==> src/rtl/art_consts.svh <==
// register offsets, field positions and reset values of the auto-reload timer
// assumes a 32-bit classic wishbone slave; byte offsets, low byte carries data
//
// Functional notes
// counter increments once per prescaler output tick
// overflow reloads counter from auto_reload_value; prescaler keeps running
// counter_access reads or writes the counter on the fly
// prescale_select n divides the input clock by two to the n
// ext_clock_select picks cpu clock or the external clock pin
// counter_run_enable low freezes prescaler and counter
// reset clears counter, prescaler and selects the cpu clock
// force_reload or counter_access write loads counter and clears prescaler
// prescaler is never visible to software
// four compare shadows reload from duty_value at each overflow
// channel_output_enable drives each pwm pin independently
// all channels share period 256 minus auto_reload_value counts
// overflow sets pin per polarity, compare match restores other level
// software keeps duty values above the auto-reload value
// pwm generation stops while the system is halted
// overflow sets overflow_flag, interrupt when overflow_irq_enable set
// external event mode counts pin edges until overflow_flag
// software clears counter_run_enable before halt with external clock
// selected capture edge copies counter to capture_value, sets capture_flag
// capture_value is locked until read; the read clears capture_flag
// capture interrupt stands while capture_flag and capture_irq_enable set
// capture inputs act as edge interrupts and wake from halt
// reading timer_control_status clears overflow_flag
// polarity change inverts the pwm pin at once
`ifndef ART_CONSTS_SVH
`define ART_CONSTS_SVH

// byte offsets on the bus
`define OFF_CTRL_STATUS 8'h00
`define OFF_COUNTER 8'h04
`define OFF_RELOAD 8'h08
`define OFF_PWM_CTRL 8'h0C
`define OFF_DUTY0 8'h10
`define OFF_CAP_CTRL 8'h20
`define OFF_CAP_VAL0 8'h24

// timer_control_status fields
`define CSR_EXT_CLOCK_SELECT 7
`define CSR_PSEL_HI 6
`define CSR_PSEL_LO 4
`define CSR_TCE 3
`define CSR_FORCE_RELOAD 2
`define CSR_OIE 1
`define CSR_OVF 0

// capture_control_status fields: edge select, irq enable, flags
`define CAP_EDGE_LO 0
`define CAP_IE_LO 2
`define CAP_FLAG_LO 4

`define CNT_MAX 8'hFF
`define PRESC_RESET 7'h00

`endif

==> src/rtl/art_pkg.sv <==
// types of the auto-reload pwm timer: the whole register state as one struct
// assumes art_consts.svh supplies offsets and field positions
package art_pkg;

	localparam int NUM_PWM = 4;
	localparam int NUM_CAP = 2;

	typedef struct packed {
		logic [7:0] cnt;
		logic [6:0] presc;
		logic [7:0] arr;
		logic ext_clock_select;
		logic [2:0] psel;
		logic counter_run_enable;
		logic overflow_irq_enable;
		logic ovf;
		logic [NUM_PWM-1:0] oe;
		logic [NUM_PWM-1:0] op;
		logic [NUM_PWM-1:0][7:0] duty;
		logic [NUM_PWM-1:0][7:0] shadow;
		logic [NUM_PWM-1:0] pwm;
		logic [NUM_CAP-1:0] cap_edge;
		logic [NUM_CAP-1:0] cap_ie;
		logic [NUM_CAP-1:0] cap_flag;
		logic [NUM_CAP-1:0][7:0] cap_val;
		logic [2:0] ext_sync;
		logic [NUM_CAP-1:0][2:0] cap_sync;
		logic ack;
		logic [31:0] rdat;
	} art_state_s;

endpackage

==> src/rtl/pwm_auto_reload_timer.sv <==
// 8-bit auto-reload pwm timer with prescaler, four pwm channels, two captures
// assumes a classic wishbone master on ref_clk_in; pins are asynchronous
//
// The address map and the Wishbone slave port are this design's own decisions.
`timescale 1ns/1ps
`include "art_consts.svh"

module pwm_auto_reload_timer
	import art_pkg::*;
(
	input wire logic ref_clk_in,
	input wire logic rst_n_in,
	input wire logic wb_cyc_in,
	input wire logic wb_stb_in,
	input wire logic wb_we_in,
	input wire logic [7:0] wb_adr_in,
	input wire logic [3:0] wb_sel_in,
	input wire logic [31:0] wb_dat_in,
	output logic [31:0] wb_dat_out,
	output logic wb_ack_out,
	input wire logic halt_in,
	input wire logic ext_clock_pin_in,
	input wire logic [NUM_CAP-1:0] capture_input_pin_in,
	output logic [NUM_PWM-1:0] pwm_output_pin_out,
	output logic [NUM_PWM-1:0] pwm_output_pin_oe_out,
	output logic overflow_irq_out,
	output logic [NUM_CAP-1:0] capture_irq_out,
	output logic wake_out
);

	art_state_s s_q;
	art_state_s s_d;

	// true when the low n prescaler bits are all ones: the 2^n tap fires
	function automatic logic tap_hit(input logic [6:0] presc,
		input logic [2:0] n);
		logic [7:0] mask;
		mask = (8'h01 << n) - 8'h01;
		return ({1'b0, presc} & mask) == mask;
	endfunction

	// word decode against a byte offset
	function automatic logic hit(input logic [7:0] adr, input logic [7:0] off);
		return adr[7:2] == off[7:2];
	endfunction

	logic acc;
	logic wr;
	logic rd;
	logic ext_rise;
	logic in_tick;
	logic cnt_tick;
	logic ovf_ev;
	logic cap_ev;
	logic cap_rise;
	logic [7:0] duty_off;
	logic [7:0] cap_off;

	// next state: synchronisers, prescaler, counter, pwm, captures and bus
	always_comb begin
		s_d = s_q;
		acc = wb_cyc_in & wb_stb_in & ~s_q.ack;
		wr = acc & wb_we_in & wb_sel_in[0];
		rd = acc & ~wb_we_in;
		s_d.ack = acc;
		cap_ev = 1'b0;
		cap_rise = 1'b0;
		duty_off = 8'h00;
		cap_off = 8'h00;

		// pins pass two flops; the third only feeds the edge detector
		s_d.ext_sync = {s_q.ext_sync[1:0], ext_clock_pin_in};
		for (int i = 0; i < NUM_CAP; i++) begin
			s_d.cap_sync[i] = {s_q.cap_sync[i][1:0], capture_input_pin_in[i]};
		end
		ext_rise = s_q.ext_sync[1] & ~s_q.ext_sync[2];

		// input clock: cpu clock (stopped in halt) or external edges
		in_tick = s_q.counter_run_enable & (s_q.ext_clock_select ? ext_rise : ~halt_in);
		cnt_tick = in_tick & tap_hit(s_q.presc, s_q.psel);
		ovf_ev = cnt_tick & (s_q.cnt == `CNT_MAX);
		if (in_tick) begin
			s_d.presc = s_q.presc + 7'h01;
		end
		if (cnt_tick) begin
			// prescaler is left alone on reload
			s_d.cnt = ovf_ev ? s_q.arr : s_q.cnt + 8'h01;
		end

		// overflow: flag and duty double buffering
		if (ovf_ev) begin
			s_d.ovf = 1'b1;
			s_d.shadow = s_q.duty;
		end else if (rd && hit(wb_adr_in, `OFF_CTRL_STATUS)) begin
			s_d.ovf = 1'b0;
		end

		// captures: a pending flag locks the value until it is read
		for (int i = 0; i < NUM_CAP; i++) begin
			cap_rise = s_q.cap_sync[i][1] & ~s_q.cap_sync[i][2];
			cap_ev = s_q.cap_edge[i] ? cap_rise :
				(~s_q.cap_sync[i][1] & s_q.cap_sync[i][2]);
			cap_off = `OFF_CAP_VAL0 + 8'(i * 4);
			// a clearing read and a new edge in one cycle: the set wins
			if (rd && hit(wb_adr_in, cap_off)) begin
				s_d.cap_flag[i] = 1'b0;
			end
			if (cap_ev && (!s_q.cap_flag[i] || (rd && hit(wb_adr_in, cap_off))))
				begin
				s_d.cap_val[i] = s_q.cnt;
				s_d.cap_flag[i] = 1'b1;
			end
		end

		// register writes win over the counter tick in the same cycle
		if (wr) begin
			if (hit(wb_adr_in, `OFF_CTRL_STATUS)) begin
				s_d.ext_clock_select = wb_dat_in[`CSR_EXT_CLOCK_SELECT];
				s_d.psel = wb_dat_in[`CSR_PSEL_HI:`CSR_PSEL_LO];
				s_d.counter_run_enable = wb_dat_in[`CSR_TCE];
				s_d.overflow_irq_enable = wb_dat_in[`CSR_OIE];
				if (wb_dat_in[`CSR_FORCE_RELOAD]) begin
					s_d.cnt = s_q.arr;
					s_d.presc = `PRESC_RESET;
				end
			end
			if (hit(wb_adr_in, `OFF_COUNTER)) begin
				s_d.cnt = wb_dat_in[7:0];
				s_d.presc = `PRESC_RESET;
			end
			if (hit(wb_adr_in, `OFF_RELOAD)) begin
				s_d.arr = wb_dat_in[7:0];
			end
			if (hit(wb_adr_in, `OFF_PWM_CTRL)) begin
				s_d.oe = wb_dat_in[7:4];
				s_d.op = wb_dat_in[3:0];
			end
			for (int i = 0; i < NUM_PWM; i++) begin
				duty_off = `OFF_DUTY0 + 8'(i * 4);
				if (hit(wb_adr_in, duty_off)) begin
					s_d.duty[i] = wb_dat_in[7:0];
				end
			end
			if (hit(wb_adr_in, `OFF_CAP_CTRL)) begin
				s_d.cap_edge = wb_dat_in[`CAP_EDGE_LO +: NUM_CAP];
				s_d.cap_ie = wb_dat_in[`CAP_IE_LO +: NUM_CAP];
			end
		end

		// pwm level uses the enable and polarity being written this cycle,
		// so a disabled pin never shows a stale high level
		for (int i = 0; i < NUM_PWM; i++) begin
			s_d.pwm[i] = s_d.oe[i] & (halt_in ? s_q.pwm[i] :
				((s_q.cnt <= s_q.shadow[i]) ^ s_d.op[i]));
		end

		// read data; force_reload reads zero and the prescaler has no port
		s_d.rdat = 32'h0000_0000;
		if (rd) begin
			if (hit(wb_adr_in, `OFF_CTRL_STATUS)) begin
				s_d.rdat[7:0] = {s_q.ext_clock_select, s_q.psel, s_q.counter_run_enable, 1'b0,
					s_q.overflow_irq_enable, s_q.ovf};
			end
			if (hit(wb_adr_in, `OFF_COUNTER)) begin
				s_d.rdat[7:0] = s_q.cnt;
			end
			if (hit(wb_adr_in, `OFF_RELOAD)) begin
				s_d.rdat[7:0] = s_q.arr;
			end
			if (hit(wb_adr_in, `OFF_PWM_CTRL)) begin
				s_d.rdat[7:0] = {s_q.oe, s_q.op};
			end
			for (int i = 0; i < NUM_PWM; i++) begin
				duty_off = `OFF_DUTY0 + 8'(i * 4);
				if (hit(wb_adr_in, duty_off)) begin
					s_d.rdat[7:0] = s_q.duty[i];
				end
			end
			if (hit(wb_adr_in, `OFF_CAP_CTRL)) begin
				s_d.rdat[`CAP_EDGE_LO +: NUM_CAP] = s_q.cap_edge;
				s_d.rdat[`CAP_IE_LO +: NUM_CAP] = s_q.cap_ie;
				s_d.rdat[`CAP_FLAG_LO +: NUM_CAP] = s_q.cap_flag;
			end
			for (int i = 0; i < NUM_CAP; i++) begin
				cap_off = `OFF_CAP_VAL0 + 8'(i * 4);
				if (hit(wb_adr_in, cap_off)) begin
					s_d.rdat[7:0] = s_q.cap_val[i];
				end
			end
		end
	end

	// single state register; reset gives cpu clock, stopped, all clear
	always_ff @(posedge ref_clk_in) begin
		if (!rst_n_in) begin
			s_q <= '0;
		end else begin
			s_q <= s_d;
		end
	end

	// outputs straight from state, wake_out also gated by halt_in; requests are levels while flags stand
	assign wb_dat_out = s_q.rdat;
	assign wb_ack_out = s_q.ack;
	assign pwm_output_pin_out = s_q.pwm;
	assign pwm_output_pin_oe_out = s_q.oe;
	assign overflow_irq_out = s_q.ovf & s_q.overflow_irq_enable;
	assign capture_irq_out = s_q.cap_flag & s_q.cap_ie;
	assign wake_out = halt_in & (|(s_q.cap_flag & s_q.cap_ie));

endmodule // pwm_auto_reload_timer
==> config.mk <==
export PLATFORM = sky130hd
export DESIGN_NAME = pwm_auto_reload_timer
export DESIGN_NICKNAME = d
export VERILOG_FILES = /design/src/rtl/art_pkg.sv /design/src/rtl/pwm_auto_reload_timer.sv
export VERILOG_INCLUDE_DIRS = /design/src /design/src/rtl
export SDC_FILE = /design/constraint.sdc
export NUM_CORES = 1
export LEC_CHECK = 0
export BUFFER_PORTS_ARGS = -buffer_cell sky130_fd_sc_hd__buf_2
export CORE_UTILIZATION = 45
export CTS_CLUSTER_DIAMETER = 30
export DETAILED_ROUTE_END_ITERATION = 6
export GPL_ROUTABILITY_DRIVEN = 0
export SYNTH_ARGS = -nofsm -noshare
export SYNTH_HDL_FRONTEND = slang
export SYNTH_SLANG_ARGS = --single-unit
export TNS_END_PERCENT = 20
==> constraint.sdc <==
create_clock -name ref_clk_in -period 4.7 [get_ports ref_clk_in]
set_input_delay 0.235 -clock ref_clk_in [delete_from_list [all_inputs] [get_ports ref_clk_in]]
set_output_delay 0.235 -clock ref_clk_in [all_outputs]
set_load 0.05 [all_outputs]
==> results.py <==
metrics = {
    "logic_synthesis": {
        "synth.cell_area_mm2": 0.00759,
        "synth_cells": 916,
        "synth_top_cell_area_share": 0.385,
        "syn_area_per_cell_um2": 8.29,
        "synth-seq-cells": 146,
        "synth_edf_count": 0,
        "ys_types": 65,
        "synthFlopType": "dfxtp_1",
        "ys_warn_count": 0,
        "ys_seq_area_frac": 0.385,
        "synth_area_leader_cell": "dfxtp_1",
        "synthArstFlopShare": 0,
        "ys_top_cells_by_count": "146 x dfxtp_1, 146 x nand2_1, 92 x a21oi_1, 70 x nor2_1, 65 x mux2i_1",
        "synth_area_leaders": "dfxtp_1 38%, mux2i_1 8.6%, nand2_1 7.2%",
    },
    "timing": {
        "timing.hold.ws_ns": 0.0128,
        "fin_crit_sh": 0.565,
        "rsz0062_at_grt": "false",
        "relSlewSlack": 0.409,
        "period_needed_ns": 2.65,
        "setup_violations": 0,
        "timing.fmax_mhz": 377,
        "max_slew.worst_pin.slew_ns": 0.879,
        "fin_tns_setup_ns": 0,
        "clock_skew_ns": 0.0105,
        "hold_viol_final": 0,
        "slew_violations": 0,
    },
    "grt": {
        "first_global_vias": 5812,
        "grt_overflow": 0,
        "grt_max_degree": 112,
        "grtUsageTotal": 0.251,
        "grt_pass1_wl_mm": 33.2,
        "antenna_found_initial": 0,
    },
    "power_and_ir_drop": {
        "clockPowerShare": 0.495,
        "combinationalPowerShare": 0.051,
        "swShare": 0.252,
        "p_switching_w": 0.000689,
        "power_density_mw_per_mm2": 330,
        "cellLeakagePower_nw": 3.21,
        "seqPwrFrac": 0.454,
        "vdd_ir_drop_max_mv": 0.250,
        "power.internal_w": 0.00205,
    },
    "routing": {
        "wl_per_cell_um": 18.4,
        "met3WireLength_mm": 1.00,
        "drt_first_pass_iters": 5,
        "dr_wl_met2_mm": 9.62,
        "met1Wirelength_mm": 10.1,
        "ant_nets": 0,
        "via_per_inst": 5.52,
        "vias": 6355,
        "wl_mm": 21.2,
        "drcViolationCount": 0,
        "highest_layer": "met4",
        "drt_iter0_drc": 530,
    },
    "setup_path": {
        "r2r-start": "s_q[162]",
        "startpoint_type": "flop",
        "critPathArrivalTime_ns": 2.98,
        "r2r-end": "pwm_output_pin_out[2]",
        "crit_fanout": 11,
        "worstPathRequired_ns": 5.03,
        "end_kind": "flop",
        "worst-r2r-cell-count": 8,
        "crit_type": "reg -> reg",
        "reg2reg_setup_slack_ns": 2.05,
    },
    "finish": {
        "multi_input_area_mm2": 0.00407,
        "synthToLayoutAreaGrowth_pct": 9.16,
        "nFillCells": 1665,
        "seq_area_mm2": 0.00292,
        "nets": 1005,
        "layout-drive-gt1-share": 0.104,
        "antennaDiodeCount": 0,
    },
    "floorplanning": {
        "fp.coreArea_mm2": 0.0165,
        "dieHeight_um": 132,
        "dieArea_mm2": 0.0174,
        "initial_utilization": 0.459,
        "num_rows": 47,
        "ioPinCount": 98,
        "die_x_um": 132,
    },
    "job": {
        "drv_cap": 0,
    },
    "clock_network": {
        "worst_skew_pair.late_latency_ns": 0.43,
        "cts_sinks": 146,
        "cts_tree": "built",
        "cts-root-buf": "clkbuf_16",
        "clockBufferDepth": 2,
        "cts.clk_slew.worst_paths_ns": 0.07,
        "cts_buffers": 17,
        "htreeDepth": 4,
        "ctsResizeCount": 0,
    },
    "worst_hold_path": {
        "hold_end": "s_d[37]",
        "holdCritStartpoint": "capture_input_pin_in[1]",
        "holdPathStages": 2,
        "hp-class": "in -> reg",
    },
    "place": {
        "io_buffers": 44,
        "place.detailed.hpwl_mm": 14.2,
    },
    "status": {
        "outcome": "finished clean",
    },
}
[routing by layer]
layer,vias up,track usage
li1,3116,-
met1,3020,0.349
met2,193,0.390
met3,26,0.0442
met4,0,0.0833
met5,-,0
[timing repair]
action,in CTS,in global routing
buffers inserted,0,0
hold endpoints to repair,1,0
hold buffers,1,0
[power by group through the flow]
| stage | Sequential, W | Clock, W | Combinational (W) |
|---|---|---|---|
| floorplan | 0.00127 | 0 | 0.000116 |
| global placement | 0.00127 | 0 | 0.000138 |
| detailed placement | 0.00127 | 0 | 0.000137 |
| CTS | 0.00124 | 0.00138 | 0.000138 |
| global route | 0.00124 | 0.00143 | 0.000147 |
| finish | 0.00124 | 0.00135 | 0.000139 |
[through the flow]
stage / cells / power [W] / utilization / worst slack (ns) / instance area (µm²)
after CTS: 1151 / 0.00276 / 0.502 / 2.15 / 8290
after global placement: 1118 / 0.00141 / 0.465 / 2.18 / 7690
after global routing: 1151 / 0.00282 / 0.502 / 1.94 / 8290
after floorplan: 939 / 0.00139 / - / 2.72 / 7680
after detailed placement: 1118 / 0.00141 / 0.465 / 2.18 / 7690
final: 1151 / 0.00274 / 0.502 / 2.05 / 8290
[area by class of cell]
cell class | instances | share of cell area
clock buffers | 20 | 0.0563
clock inverters | 12 | 0.0148
inverters | 37 | 0.0169
multi-input cells | 664 | 0.490
flip-flops and latches | 146 | 0.353
well taps | 220 | 0.0332
repair buffers | 52 | 0.0356
[cells by family after synthesis]
logic type / count (synthesis) / synth area share
AND/OR/NAND/NOR: 313 / 0.194
flip-flops: 146 / 0.385
other: 1 / 0.000494
multiplexers: 66 / 0.0875
AO/OA/AOI/OAI: 216 / 0.174
XOR/XNOR: 11 / 0.0127
adder cells (fa/ha/maj): 34 / 0.0560
buffers and inverters: 129 / 0.0910
[sequential cells by signal, summed over array words and instances, names as in the netlist]
register / flops
s_q: 123
wb_dat_out: 8
s_d: 6
pwm_output_pin_oe_out: 4
pwm_output_pin_out: 4
wb_ack_out: 1
[how the worst max path moves through the flow]
| stage | from | end | slack (ns) | depth (start not counted) |
|---|---|---|---|---|
| final | s_q[162] | pwm_output_pin_out[2] | 2.05 | 8 |
| after global placement | s_q[162] | pwm_output_pin_out[2] | 2.18 | 8 |
| after global routing | s_q[146] | s_q[166] | 1.94 | 7 |
| after detailed placement | s_q[162] | pwm_output_pin_out[2] | 2.18 | 8 |
| after CTS | s_q[162] | pwm_output_pin_out[2] | 2.15 | 8 |
| after floorplan | wb_ack_out | pwm_output_pin_out[2] | 2.72 | 7 |
[cells in the final DEF (no fill, tap or decap), types with 3 or more instances in the layout]
master,count
and2_1,22
nand3_1,20
a21o_1,7
a221oi_1,10
buf_2,44
nand2_1,146
a31oi_1,4
nor3_1,3
o21ai_1,10
a21oi_1,92
ha_1,34
o211a_1,4
conb_1,24
nor2_1,70
inv_1,36
inv_6,4
clkinv_4,3
o22ai_1,9
buf_4,6
a22oi_1,11
o2bb2ai_1,5
clkbuf_16,17
nand2b_1,4
mux2i_1,65
nor2b_1,8
dfxtp_1,146
o21a_1,6
clkbuf_8,3
a211oi_1,4
o21ai_0,33
xnor2_1,9
nand4_1,8
and3b_1,4
and3_1,10
[critical path: stages, from the launching register on]
cell      delay [ns]
dfxtp_1         0.64
inv_1           0.39
ha_1            0.30
nor2b_1         0.10
o311ai_0        0.13
a211oi_1        0.50
xnor2_1         0.26
o21ai_1         0.08
and2_1          0.15
(Power assumes the default switching activity.)
